## config.mk

```make
export PLATFORM = sky130hd
export DESIGN_NAME = pcm_top
export DESIGN_NICKNAME = d
export VERILOG_FILES = /design/src/pcm_pkg.sv /design/src/pcm_top.sv /design/src/pcm_decode.sv
export VERILOG_INCLUDE_DIRS = /design/src /design/src/src
export SDC_FILE = /design/constraint.sdc
export NUM_CORES = 1
export LEC_CHECK = 0
export BUFFER_PORTS_ARGS = -buffer_cell sky130_fd_sc_hd__buf_2
export CAP_MARGIN = 20
export CORE_AREA = 2 2 103 95
export CTS_BUF_LIST = sky130_fd_sc_hd__clkbuf_2
export DETAILED_ROUTE_END_ITERATION = 10
export DIE_AREA = 0 0 105 97
export PLACE_DENSITY = 0.73
export SLEW_MARGIN = 10
export SYNTH_ARGS = -nofsm -noshare
export SYNTH_HDL_FRONTEND = slang
export SYNTH_SLANG_ARGS = --single-unit
```

## constraint.sdc

```tcl
create_clock -name clk -period 1.4 [get_ports clk]
set_input_delay 0.21 -clock clk [delete_from_list [all_inputs] [get_ports clk]]
set_output_delay 0.21 -clock clk [all_outputs]
set_load 0.02 [all_outputs]
```

## src/pcm_params.svh

```systemverilog
// Purpose: Constants for the program counter and instruction memory map.
// Assumes: 16-bit instruction address space, 32-bit instruction words.
// Notes: Region bounds are inclusive first and last word addresses.
`ifndef PCM_PARAMS_SVH
`define PCM_PARAMS_SVH

`define PCM_ADDR_W 16
`define PCM_DATA_W 32
`define PCM_PC_RESET 16'h0000
`define PCM_PC_STEP 16'h0001
`define PCM_BOOT_LO 16'h0000
`define PCM_BOOT_HI 16'h00FF
`define PCM_SYS0_LO 16'h0100
`define PCM_SYS0_HI 16'h01FF
`define PCM_VEC_LO 16'h0200
`define PCM_VEC_HI 16'h023F
`define PCM_IRAM_LO 16'h0240
`define PCM_IRAM_HI 16'h083F
`define PCM_SYS1_LO 16'h0840
`define PCM_SYS1_HI 16'h3FFF
`define PCM_EXT_LO 16'h4000
`define PCM_EXT_HI 16'hFFFF

`endif

```

## src/pcm_pkg.sv

```systemverilog
// Purpose: Types for the program counter and instruction memory map.
// Assumes: Constants come from pcm_params.svh.
// Notes: Region codes are an enum without fixed encodings.
`include "pcm_params.svh"
package pcm_pkg;
  typedef enum logic [2:0] {
    PCM_REG_BOOT,
    PCM_REG_SYS,
    PCM_REG_VEC,
    PCM_REG_IRAM,
    PCM_REG_EXT
  } pcm_region_e;

  typedef struct packed {
    logic boot_sel;
    logic vec_sel;
    logic iram_sel;
    logic ext_sel;
    logic reserved_hit;
  } pcm_sel_s;

  typedef struct packed {
    logic load;
    logic [`PCM_ADDR_W-1:0] data;
  } pcm_load_s;

  typedef struct packed {
    logic take;
    logic [`PCM_ADDR_W-1:0] vector;
  } pcm_irq_s;
endpackage

```

## src/pcm_top.sv

```systemverilog
// Purpose: Program counter with instruction memory map and external fetch port.
// Assumes: One fetch per fetch_en cycle; external memory answers in one cycle.
// Notes: Wait states are outside this block.
`timescale 1ns/1ps
`include "pcm_params.svh"

// Function
// - 16-bit counter holds executing instruction address.
// - Counter loadable and readable over main bus.
// - Interrupt take loads vector, pushes return address.
// - Lowest 256 words decode to boot ROM.
// - 64-word vector area above reserved block.
// - 1.5K-word internal RAM above vectors.
// - Upper 48K words decode to external window.
// - External memory is never data space.
// - Counter increments by one per fetch.
// - External port: 16-bit address, 32-bit data.
module pcm_top
#(
  parameter int ADDR_W = `PCM_ADDR_W,
  parameter int DATA_W = `PCM_DATA_W
)
(
  input wire logic clk,
  input wire logic rst_n,
  input wire logic fetch_en,
  input pcm_pkg::pcm_load_s bus_load,
  input pcm_pkg::pcm_irq_s irq_take,
  input wire logic [DATA_W-1:0] imem_data_lines,
  output logic [ADDR_W-1:0] instr_addr_counter,
  output logic [ADDR_W-1:0] return_addr,
  output logic return_push,
  output logic [ADDR_W-1:0] imem_addr_lines,
  output logic imem_rd_n,
  output logic [DATA_W-1:0] instr_word,
  output logic instr_valid,
  output pcm_pkg::pcm_sel_s region_sel,
  output logic undefined_fetch
);
  import pcm_pkg::*;

  // ----------------------------------------
  // Elaboration checks
  // ----------------------------------------
  // The carrier structs fix the address width and the data width must match PCM_DATA_W, so other sizes are refused here.
  if (ADDR_W != `PCM_ADDR_W)
  begin
    $error("pcm_top: ADDR_W must equal the carrier address width");
  end
  if (DATA_W != `PCM_DATA_W)
  begin
    $error("pcm_top: DATA_W must equal the carrier data width");
  end

  // The decode is a priority chain, so the regions must not overlap.
  if (`PCM_BOOT_HI >= `PCM_SYS0_LO)
  begin
    $error("pcm_top: boot and first reserved regions overlap");
  end
  if (`PCM_SYS0_HI >= `PCM_VEC_LO)
  begin
    $error("pcm_top: first reserved and vector regions overlap");
  end
  if (`PCM_VEC_HI >= `PCM_IRAM_LO)
  begin
    $error("pcm_top: vector and internal RAM regions overlap");
  end
  if (`PCM_IRAM_HI >= `PCM_SYS1_LO)
  begin
    $error("pcm_top: internal RAM and second reserved regions overlap");
  end
  if (`PCM_SYS1_HI >= `PCM_EXT_LO)
  begin
    $error("pcm_top: second reserved and external regions overlap");
  end

  // A region whose bounds are swapped would never decode.
  if (`PCM_BOOT_LO > `PCM_BOOT_HI)
  begin
    $error("pcm_top: boot region bounds swapped");
  end
  if (`PCM_SYS0_LO > `PCM_SYS0_HI)
  begin
    $error("pcm_top: first reserved region bounds swapped");
  end
  if (`PCM_VEC_LO > `PCM_VEC_HI)
  begin
    $error("pcm_top: vector region bounds swapped");
  end
  if (`PCM_IRAM_LO > `PCM_IRAM_HI)
  begin
    $error("pcm_top: internal RAM region bounds swapped");
  end
  if (`PCM_SYS1_LO > `PCM_SYS1_HI)
  begin
    $error("pcm_top: second reserved region bounds swapped");
  end
  if (`PCM_EXT_LO > `PCM_EXT_HI)
  begin
    $error("pcm_top: external region bounds swapped");
  end

  // The external window must run to the top of the space.
  if (`PCM_EXT_HI != {ADDR_W{1'h1}})
  begin
    $error("pcm_top: external window must end at the last address");
  end

  // Execution after reset has to start inside the boot ROM.
  if (`PCM_PC_RESET > `PCM_BOOT_HI)
  begin
    $error("pcm_top: reset address lies outside the boot ROM");
  end

  // ----------------------------------------
  // State
  // ----------------------------------------
  typedef struct packed {
    logic [ADDR_W-1:0] pc;
    logic [ADDR_W-1:0] ret;
    logic push;
    logic [ADDR_W-1:0] ia;
    logic rd_n;
    logic ext_pend;
    logic [DATA_W-1:0] word;
    logic valid;
    pcm_sel_s sel;
    logic undef;
  } pcm_state_s;

  pcm_state_s st;
  pcm_state_s next_st;
  pcm_sel_s dec_sel;

  // ----------------------------------------
  // Helpers
  // ----------------------------------------
  // The step is cut to the counter width, so the counter wraps at the top.
  function automatic logic [ADDR_W-1:0] pcm_step(input logic [ADDR_W-1:0] a);
    pcm_step = a + ADDR_W'(`PCM_PC_STEP);
  endfunction

  // The read strobe idles high, so reset cannot simply clear every bit.
  function automatic pcm_state_s pcm_reset_state();
    pcm_state_s s;
    s = '0;
    s.pc = `PCM_PC_RESET;
    s.rd_n = 1'h1;
    return s;
  endfunction

  // ----------------------------------------
  // Address decode
  // ----------------------------------------
  pcm_decode u_decode (
    .addr(st.pc),
    .sel(dec_sel),
    .region()
  );

  // ----------------------------------------
  // Next state
  // ----------------------------------------
  // The interrupt wins over a bus load so that an accepted interrupt is never lost.
  always_comb
  begin
    next_st = st;
    next_st.push = 1'h0;
    next_st.valid = 1'h0;
    next_st.rd_n = 1'h1;
    next_st.ext_pend = 1'h0;
    next_st.undef = 1'h0;
    next_st.sel = dec_sel;
    if (irq_take.take)
    begin
      next_st.ret = st.pc;
      next_st.push = 1'h1;
      next_st.pc = irq_take.vector;
    end
    else if (bus_load.load)
    begin
      next_st.pc = bus_load.data;
    end
    else if (fetch_en)
    begin
      next_st.pc = pcm_step(st.pc);
      // A fetch refused by a load or an interrupt is not flagged.
      next_st.undef = dec_sel.reserved_hit;
      if (dec_sel.ext_sel)
      begin
        next_st.ia = st.pc;
        next_st.rd_n = 1'h0;
        next_st.ext_pend = 1'h1;
      end
    end
    // Only fetches reach the external port; no data path drives it.
    if (st.ext_pend)
    begin
      next_st.word = imem_data_lines;
      next_st.valid = 1'h1;
    end
  end

  // ----------------------------------------
  // Register
  // ----------------------------------------
  always_ff @(posedge clk)
  begin
    if (!rst_n)
    begin
      st <= pcm_reset_state();
    end
    else
    begin
      st <= next_st;
    end
  end

  // ----------------------------------------
  // Outputs
  // ----------------------------------------
  assign instr_addr_counter = st.pc;
  assign return_addr = st.ret;
  assign return_push = st.push;
  assign imem_addr_lines = st.ia;
  assign imem_rd_n = st.rd_n;
  assign instr_word = st.word;
  assign instr_valid = st.valid;
  assign region_sel = st.sel;
  assign undefined_fetch = st.undef;

endmodule

```

## src/pcm_decode.sv

```systemverilog
// Purpose: Decodes an instruction address into its memory region.
// Assumes: Purely combinational, fed from a registered address.
// Notes: Reserved regions raise reserved_hit and select nothing.
`timescale 1ns/1ps
`include "pcm_params.svh"
module pcm_decode
(
  input wire logic [`PCM_ADDR_W-1:0] addr,
  output pcm_pkg::pcm_sel_s sel,
  output pcm_pkg::pcm_region_e region
);
  import pcm_pkg::*;

  function automatic logic pcm_in(input logic [`PCM_ADDR_W-1:0] a,
                                  input logic [`PCM_ADDR_W-1:0] lo,
                                  input logic [`PCM_ADDR_W-1:0] hi);
    pcm_in = (a >= lo) && (a <= hi);
  endfunction

  always_comb
  begin
    sel = '0;
    region = PCM_REG_SYS;
    if (pcm_in(addr, `PCM_BOOT_LO, `PCM_BOOT_HI))
    begin
      sel.boot_sel = 1'h1;
      region = PCM_REG_BOOT;
    end
    else if (pcm_in(addr, `PCM_VEC_LO, `PCM_VEC_HI))
    begin
      sel.vec_sel = 1'h1;
      region = PCM_REG_VEC;
    end
    else if (pcm_in(addr, `PCM_IRAM_LO, `PCM_IRAM_HI))
    begin
      sel.iram_sel = 1'h1;
      region = PCM_REG_IRAM;
    end
    else if (pcm_in(addr, `PCM_EXT_LO, `PCM_EXT_HI))
    begin
      sel.ext_sel = 1'h1;
      region = PCM_REG_EXT;
    end
    else
    begin
      sel.reserved_hit = 1'h1;
    end
  end

endmodule

```

==> results of run 1 <==
-- logic make-up (layout without fill, tap and decap cells) --
group,Yosys count,in the layout,synth area share [%]
AO/OA/AOI/OAI,74,74,12.70
multiplexers,52,52,13.21
XOR/XNOR,4,4,0.8891
AND/OR/NAND/NOR,170,170,21.08
adder cells (fa/ha/maj),2,2,0.6348
buffers and inverters,48,304,5.777
flip-flops,90,90,45.71
-- where the power goes --
part / total, W / switching [W] / internal [W]
Sequential: 0.00273 / 0.0000768 / 0.00265
Clock: 0.00131 / 0.000896 / 0.000410
Combinational: 0.00116 / 0.000563 / 0.000596
-- registers in the layout, summed over array words and instances (netlist names) --
register            cells
instr_valid             1
return_push             1
st                      1
undefined_fetch         1
region_sel              5
return_addr            16
imem_rd_n               1
instr_addr_counter     16
imem_addr_lines        16
instr_word             32
-- critical path: cells and delay by family, from the launching register on --
family / cells / cell delay [ns]
flops: 1 / 0.40
simple gates: 2 / 0.39
compound gates: 2 / 0.34
buf+inv: 2 / 0.23
-- metrics by stage --
step / utilization [%] / hold WS [ns] / area, um2 / TNS (ns) / cells
floorplan: - / 0.3429 / 4013 / -0.03058 / 440
global placement: 57.34 / 0.4422 / 5161 / -0.05888 / 733
detailed placement: 57.34 / 0.4539 / 5161 / -0.2510 / 733
CTS: 67.58 / 0.003278 / 6083 / -0.3640 / 814
global route: 69.25 / 0.03610 / 6233 / -1.044 / 818
finish: 69.25 / 0.03814 / 6233 / -0.1325 / 818
-- cells in the mapped netlist, drive strengths merged (4+ instances only) --
library cell	number	area share (%)
clkbuf	17	1.6
nand4	8	1.3
mux2i	52	13
inv	10	0.95
buf	21	3.2
nor2	56	5.5
nor3	7	0.89
nor2b	6	1.0
a21oi	32	4.9
o21ai	14	1.8
nand3	14	1.8
dfxtp	90	46
nand2	50	5.4
nand2b	5	0.79
and4	4	0.89
and3	4	0.63
-- worst max-delay path by stage --
| stage | from | end | slack, ns | cells past startpoint |
|---|---|---|---|---|
| 5_1_grt | instr_addr_counter[4] | instr_addr_counter[7] | -0.15 | 5 |
| 2_1_floorplan | instr_addr_counter[0] | instr_addr_counter[10] | -0.03 | 5 |
| 3_3_place_gp | instr_addr_counter[0] | instr_addr_counter[10] | -0.04 | 5 |
| 4_1_cts | instr_addr_counter[3] | instr_addr_counter[9] | -0.05 | 4 |
| 6_report | instr_addr_counter[7] | instr_addr_counter[8] | -0.04 | 6 |
| 3_5_place_dp | instr_addr_counter[3] | instr_addr_counter[9] | -0.05 | 4 |
-- routing by layer --
metal,GRT usage [%],up-vias
met2,43.51,206
met5,0,-
li1,-,2028
met3,5.323,47
met1,29.82,1990
met4,11.38,0
-- repair_timing --
action,CTS,global route
gates cloned,0,0
hold buffers,47,0
gates resized for setup,59,44
pin swaps,2,19
setup endpoints to repair,22,51
setup buffers,21,7
endpoints found under the hold margin,45,0
-- area by class of cell --
class                           instances  area [um2]  area share (%)
Sequential cell                        90        1876           30.09
Inverter                               10       37.54          0.6022
Tap cell                              122       152.6           2.449
Timing Repair Buffer                  279        2021           32.42
Multi-Input combinational cell        302        2037           32.68
Clock inverter                          6       65.06           1.044
Clock buffer                            9       45.04          0.7226
==> qor.yml, run 1 <==
status: "finished with violations"
violated_checks: "negative setup slack"
grtUsageTotal_pct: 25.16
syn_avg_cell_area_um2: 8.957
async_flop_share_pct: 0
post-layout-total-power_w: 0.005195
endpoint_kind: "flip-flop"
first_global_vias: 4323
regToRegSetupSlack_ns: -0.04
layout_worst_path_cycle_share_pct: 102.8
grt_setup_unrepaired: "true"
timing.fmax_mhz: 695.1
netlist_instances: 440
numCtsBuffers: 9
dpl.hpwl_um: 8468
clock-sinks: 90
fp.dieW_um: 105
timing.critical_path.slowest_cell_delay_ns: 0.40
final_common_cell: "sky130_fd_sc_hd__buf_2"
startpoint_type_of_the_worst_setup_path: "flip-flop"
path_clk_slew_ns: 0.26
finalWeightedCongestion: 0.8572
drt_iter0_drc: 250
grt_max_degree: 34
dpl_worst_slack_ns: -0.05391
grt_antenna_before_repair: 0
placement.io_buffers: 157
r2r_cells: 6
finalSetupViolCount: 9
hold-path-endpoint: "instr_addr_counter[1]"
final_hold_violating_endpoints: 0
diodes_inserted: 0
crit_path_category: "flip-flop to flip-flop"
cp_common_cell: "sky130_fd_sc_hd__buf_6"
most_frequent_cells_in_the_layout: "sky130_fd_sc_hd__buf_2 (142), sky130_fd_sc_hd__buf_4 (59), sky130_fd_sc_hd__dfxtp_1 (55), sky130_fd_sc_hd__nor2_1 (54), sky130_fd_sc_hd__mux2i_1 (52)"
route.vias.total: 4271
grt_first_pass_wirelength_um: 20730
initial_util_pct: 43.79
critPathSlowestCell: "sky130_fd_sc_hd__dfxtp_2"
min-delay-start: "irq_take[1]"
mappedNetlistNets: 511
drc_errors: 0
synthDistinctLibCells: 52
maxSlewViolCount: 0
synth_sequential_area_ratio_pct: 45.71
met3RoutedLength_um: 862
drt-total-wl_um: 12890
ys.flop_type: "sky130_fd_sc_hd__dfxtp_1"
firstDrtPassIters: 6
slew_headroom_pct: 74.46
ios: 158
drive_gt1_share_pct: 46.70
total_gr_overflow: 0
nNetsFinal: 763
routed.top_layer: "met4"
vias_per_cell: 5.221
tritoncts_clock_tree: "done"
cts.root.buffer_cell: "sky130_fd_sc_hd__clkbuf_2"
worstHoldPathCells: 5
power_leakage_nw: 2.837
worst-endpoint-required_ns: 1.88
cap_viol_max_count: 0
worst_ir_drop_vdd_mv: 0.6711
worst-endpoint-arrival_ns: 1.92
floorplan.die_area_mm2: 0.01019
m1WireLength_um: 5294
detailroute.wirelength.met2_um: 6225
r2r_end: "instr_addr_counter[8]"
tightest_slew_ns: 0.3832
filler_cell_count: 700
cp_cell_sequence: "buf_6 -> and4_4 -> buf_6 -> and4_1 -> o21ai_1 -> o211a_1"
fin_worst_skew_ns: 0.03470
rr_startpoint: "instr_addr_counter[7]"
coreArea_mm2: 0.009001
die_y_um: 97
synth-edff-count: 0
worst_hold_path_type: "input port to flip-flop"
ctsLongestPathBuffers: 2
core.rowCount: 33
clk_lat_worst_skew_ns: 0.56
route.detailed.wl_per_inst_um: 15.76
path_max_fanout: 5
route.antenna.remaining_nets: 0
layout-area-overhead-vs-synth_pct: 58.16
power_density_mw_per_mm2: 833.4
netlist_area_mm2: 0.003941
ys_seq_elements: 90
post-route-min-period_ns: 1.439
post-route-worst-setup-slack_ns: -0.03863
synth.yosys.warnings: 0
htree_depth: 3
Power figures use the tool's default switching activity.
==> run 2, diff against run 1 <==
--- a/config.mk
+++ b/config.mk
@@ -8,11 +8,11 @@
 export LEC_CHECK = 0
 export BUFFER_PORTS_ARGS = -buffer_cell sky130_fd_sc_hd__buf_2
 export CAP_MARGIN = 20
-export CORE_AREA = 2 2 103 95
+export CORE_AREA = 2 2 98 100
 export CTS_BUF_LIST = sky130_fd_sc_hd__clkbuf_2
 export DETAILED_ROUTE_END_ITERATION = 10
-export DIE_AREA = 0 0 105 97
-export PLACE_DENSITY = 0.73
+export DIE_AREA = 0 0 100 102
+export PLACE_DENSITY = 0.72
 export SLEW_MARGIN = 10
 export SYNTH_ARGS = -nofsm -noshare
 export SYNTH_HDL_FRONTEND = slang
==> qor.yml, run 2 (synthesized netlist as in run 1, its figures left out) <==
status: "finished with violations"
violated_checks: "negative setup slack"
grt_first_pass_wirelength_um: 20320
route.antenna.remaining_nets: 0
worst_hold_path_type: "input port to flip-flop"
finalWeightedCongestion: 0.9592
final_common_cell: "sky130_fd_sc_hd__buf_2"
cp_common_cell: "sky130_fd_sc_hd__buf_6"
dpl.hpwl_um: 8506
crit_path_category: "flip-flop to output port"
route.vias.total: 4277
slew_headroom_pct: 74.19
startpoint_type_of_the_worst_setup_path: "flip-flop"
ios: 158
timing.fmax_mhz: 693.6
power_leakage_nw: 2.901
coreArea_mm2: 0.009109
rr_startpoint: "instr_addr_counter[0]"
clock-sinks: 90
post-route-worst-setup-slack_ns: -0.04170
htree_depth: 3
layout.core_utilization_pct: 69.82
r2r_end: "instr_addr_counter[10]"
worst_ir_drop_vdd_mv: 0.5078
die_y_um: 102
final_hold_violating_endpoints: 0
firstDrtPassIters: 6
drive_gt1_share_pct: 50.85
hold-path-endpoint: "undefined_fetch"
initial_util_pct: 43.27
vias_per_cell: 5.203
route.detailed.wl_per_inst_um: 16.34
path_max_fanout: 5
worstHoldPathCells: 4
core.rowCount: 35
timing.critical_path.slowest_cell_delay_ns: 0.44
regToRegSetupSlack_ns: -0.02
drt-total-wl_um: 13430
min-delay-start: "bus_load[16]"
ctsLongestPathBuffers: 2
numCtsBuffers: 9
fin_worst_skew_ns: 0.04367
grtUsageTotal_pct: 25.32
path_clk_slew_ns: 0.29
drt_iter0_drc: 163
dpl_worst_slack_ns: -0.06472
grt_setup_unrepaired: "true"
layout-area-overhead-vs-synth_pct: 61.37
finalSetupViolCount: 5
grt_antenna_before_repair: 1
layout_worst_path_cycle_share_pct: 103.0
cap_viol_max_count: 0
critPathSlowestCell: "sky130_fd_sc_hd__dfxtp_4"
floorplan.die_area_mm2: 0.01020
r2r_cells: 5
nNetsFinal: 776
maxSlewViolCount: 0
total_gr_overflow: 0
most_frequent_cells_in_the_layout: "sky130_fd_sc_hd__buf_2 (134), sky130_fd_sc_hd__buf_4 (73), sky130_fd_sc_hd__nor2_1 (54), sky130_fd_sc_hd__mux2i_1 (52), sky130_fd_sc_hd__dfxtp_2 (52)"
tightest_slew_ns: 0.3871
power_density_mw_per_mm2: 843.1
worst-endpoint-required_ns: 1.19
drc_errors: 0
cts.root.buffer_cell: "sky130_fd_sc_hd__clkbuf_2"
fp.dieW_um: 100
endpoint_kind: "output port"
grt_max_degree: 47
largest_register_ffs: 32
clk_lat_worst_skew_ns: 0.55
placement.io_buffers: 157
tritoncts_clock_tree: "done"
first_global_vias: 4251
post-route-min-period_ns: 1.442
cp_cell_sequence: "buf_6 -> buf_6"
worst-endpoint-arrival_ns: 1.23
## run 2: repair_timing
item | CTS | global route
endpoints found under the setup margin | 19 | 92
pin swaps | 2 | 11
hold endpoints to repair | 46 | 1
hold buffers | 50 | 1
buffers inserted | 22 | 14
resized for setup | 62 | 72
## run 2: per-stage QoR
| stage | TNS [ns] | instance area, um2 | total power, W | std cells | hold slack (ns) |
|---|---|---|---|---|---|
| after global placement | -0.5059 | 5140 | 0.003629 | 721 | 0.4423 |
| after global routing | -1.027 | 6360 | 0.005592 | 822 | 0.02757 |
| after CTS | -0.4962 | 6105 | 0.005324 | 807 | 0.02517 |
| final | -0.1139 | 6360 | 0.005362 | 822 | 0.07746 |
| after detailed placement | -0.6962 | 5140 | 0.003645 | 721 | 0.4468 |
| after floorplan | -0.03058 | 4013 | 0.003256 | 440 | 0.3429 |
## run 2: layout make-up
| type | count | area [um2] |
|---|---|---|
| Fill cell | 671 | 2749 |
| Timing Repair Buffer | 292 | 2151 |
| Multi-Input combinational cell | 302 | 1991 |
| Sequential cell | 90 | 1908 |
| Tap cell | 111 | 138.9 |
| Clock inverter | 7 | 86.33 |
| Clock buffer | 9 | 45.04 |
| Inverter | 10 | 37.54 |
| Antenna cell | 1 | 2.502 |
## run 2: worst max-delay path by stage
stage	from	to	slack, ns	cells past startpoint
floorplan	instr_addr_counter[0]	instr_addr_counter[10]	-0.03	5
global placement	irq_take[16]	imem_rd_n	-0.06	6
CTS	instr_addr_counter[4]	instr_addr_counter[4]	-0.07	2
detailed placement	irq_take[16]	instr_addr_counter[5]	-0.06	5
finish	instr_addr_counter[4]	instr_addr_counter[4]	-0.04	2
global route	instr_addr_counter[2]	instr_addr_counter[2]	-0.10	2
## run 2: critical path: cells and delay by family (launching register included)
family	cells	cell delay, ns
buffers and inverters	2	0.25
DFF	1	0.44
## run 2: metal layers
metal	global-route usage, %	share of wire [%]	up-vias
met5	0	0	-
met4	10.33	2.8	0
met3	6.224	7.6	30
met2	45.37	49	219
met1	29.05	41	1972
li1	-	-	2056
## run 2: power by group
part           switching [W]  total (W)  internal, W  leakage, nW
clock               0.000987    0.00144     0.000449       0.0752
sequential         0.0000729    0.00273      0.00266        0.763
combinational       0.000579    0.00120     0.000617         2.06
total                0.00164    0.00536      0.00372         2.90
==> run 3, diff against run 2 <==
--- a/config.mk
+++ b/config.mk
@@ -12,7 +12,8 @@
 export CTS_BUF_LIST = sky130_fd_sc_hd__clkbuf_2
 export DETAILED_ROUTE_END_ITERATION = 10
 export DIE_AREA = 0 0 100 102
-export PLACE_DENSITY = 0.72
+export PLACE_DENSITY = 0.75
+export SETUP_SLACK_MARGIN = 0.1
 export SLEW_MARGIN = 10
 export SYNTH_ARGS = -nofsm -noshare
 export SYNTH_HDL_FRONTEND = slang
==> qor.yml, run 3 (synthesized netlist as in run 1, its figures left out) <==
worst-endpoint-required_ns: 1.90
layout_worst_path_cycle_share_pct: 105.9
die_y_um: 102
maxSlewViolCount: 0
timing.setup.tns_ns: -0.4749
final_common_cell: "sky130_fd_sc_hd__buf_6"
finalWeightedCongestion: 0.9071
diodes_inserted: 0
critPathSlowestCell: "sky130_fd_sc_hd__dfxtp_4"
drt_iter0_drc: 292
numCtsBuffers: 9
worstHoldPathCells: 4
coreArea_mm2: 0.009109
timing.fmax_mhz: 674.8
clk_lat_worst_skew_ns: 0.59
layout-area-overhead-vs-synth_pct: 85.30
dpl.hpwl_um: 8390
filler_cell_count: 499
vias_per_cell: 5.428
most_frequent_cells_in_the_layout: "sky130_fd_sc_hd__buf_6 (114), sky130_fd_sc_hd__dfxtp_2 (79), sky130_fd_sc_hd__buf_4 (77), sky130_fd_sc_hd__buf_2 (68), sky130_fd_sc_hd__dlygate4sd3_1 (55)"
power_density_mw_per_mm2: 752.3
cap_viol_max_count: 0
status: "finished with violations"
largest_register_ffs: 32
placed_cells: 714
violated_checks: "negative setup slack"
ctsLongestPathBuffers: 2
first_global_vias: 4650
slew_headroom_pct: 70.53
finalHoldWorstSlack_ns: 0.06280
worst_ir_drop_vdd_mv: 0.4654
timing.critical_path.slowest_cell_delay_ns: 0.42
route.antenna.remaining_nets: 0
global_route.usage.met3_pct: 6.977
endpoint_kind: "flip-flop"
grt_first_pass_wirelength_um: 22880
placement.io_buffers: 157
drt-total-wl_um: 15630
initial_util_pct: 43.27
drc_errors: 0
path_buf_inv: 2
fin_cells: 851
post-route-min-period_ns: 1.482
grtUsageTotal_pct: 28.81
floorplan.die_area_mm2: 0.01020
globalRouteMet1Util_pct: 33.32
tightest_slew_ns: 0.4420
final_hold_violating_endpoints: 0
core.rowCount: 35
worstSetupPathDepth: 5
post-route-worst-setup-slack_ns: -0.08196
grt_max_degree: 38
cp_top_family: "simple AND/OR/NAND/NOR gates"
worst-endpoint-arrival_ns: 1.98
route.detailed.wl_per_inst_um: 18.36
grt_antenna_before_repair: 0
finalSetupViolCount: 15
route.vias.total: 4619
cp_common_cell: "sky130_fd_sc_hd__nor3_1"
worst_hold_path_type: "input port to flip-flop"
ios: 158
nNetsFinal: 806
startpoint_type_of_the_worst_setup_path: "flip-flop"
drive_gt1_share_pct: 58.38
path_clk_slew_ns: 0.30
fp.dieW_um: 100
total_gr_overflow: 0
path_max_fanout: 6
r2r_cells: 5
crit_path_category: "flip-flop to flip-flop"
grt.busiest_layer: "met2"
gr-usage-met2_pct: 50.57
cts.root.buffer_cell: "sky130_fd_sc_hd__clkbuf_2"
grt_setup_unrepaired: "true"
dpl_worst_slack_ns: -0.09355
power_leakage_nw: 3.219
cp_cell_sequence: "buf_6 -> buf_4 -> nor3_1 -> nand3_1 -> nor3_1"
layout.core_utilization_pct: 80.18
tritoncts_clock_tree: "done"
clock-sinks: 90
htree_depth: 3
fin_worst_skew_ns: 0.04117
firstDrtPassIters: 7
run 3: where the power goes:
group	internal (W)	total (W)	switching [W]	leakage, nW
Clock	0.000284	0.00135	0.00107	0.0657
Sequential	0.00266	0.00274	0.0000823	0.775
Combinational	0.000743	0.00140	0.000655	2.38
run 3: worst reg2reg max path, cell delays in order (launching register included):
cell and delay (ns):
sky130_fd_sc_hd__dfxtp_4 0.42, sky130_fd_sc_hd__buf_6 0.11, sky130_fd_sc_hd__buf_4 0.16, sky130_fd_sc_hd__nor3_1 0.33, sky130_fd_sc_hd__nand3_1 0.16, sky130_fd_sc_hd__nor3_1 0.24
run 3: path summary, 6_finish.rpt:
path,startpoint,to,slack [ns]
worst max-delay path,instr_addr_counter[6],region_sel[3],-0.08
worst min-delay path,bus_load[6],instr_addr_counter[6],0.06
worst max register to register,instr_addr_counter[6],region_sel[3],-0.08
worst min register to register,imem_addr_lines[4],imem_addr_lines[4],0.49
run 3: per-stage QoR:
stage | total power [W] | cell area [um2]
CTS | 0.005349 | 6912
global placement | 0.003602 | 5107
detailed placement | 0.003620 | 5107
floorplan | 0.003264 | 4051
finish | 0.005495 | 7303
global route | 0.005701 | 7303
run 3: timing repair:
action	4_1_cts	5_1_grt
endpoints found under the hold margin	52	2
cloned	0	1
pin swaps	26	30
setup endpoints to repair	99	113
setup buffers	47	19
hold buffers	52	3
resized for setup	289	49
run 3: area by class of cell:
class                      count  area (um2)  area share, %
timing repair buffer         322        2913          39.88
sequential                    90        1942          26.59
clock inverter                 7       68.82         0.9423
clock buffer                   9       45.04         0.6168
inverter                      10       40.04         0.5482
tap                          111       138.9          1.902
multi-input combinational    302        2156          29.52
run 3: metal layers:
metal | wire (um) | part of all wire [%] | vias to the layer above
met1 | 6120 | 39 | 2206
met5 | 0 | 0 | -
met2 | 7872 | 50 | 261
met4 | 414 | 2.6 | 0
li1 | - | - | 2109
met3 | 1220 | 7.8 | 43
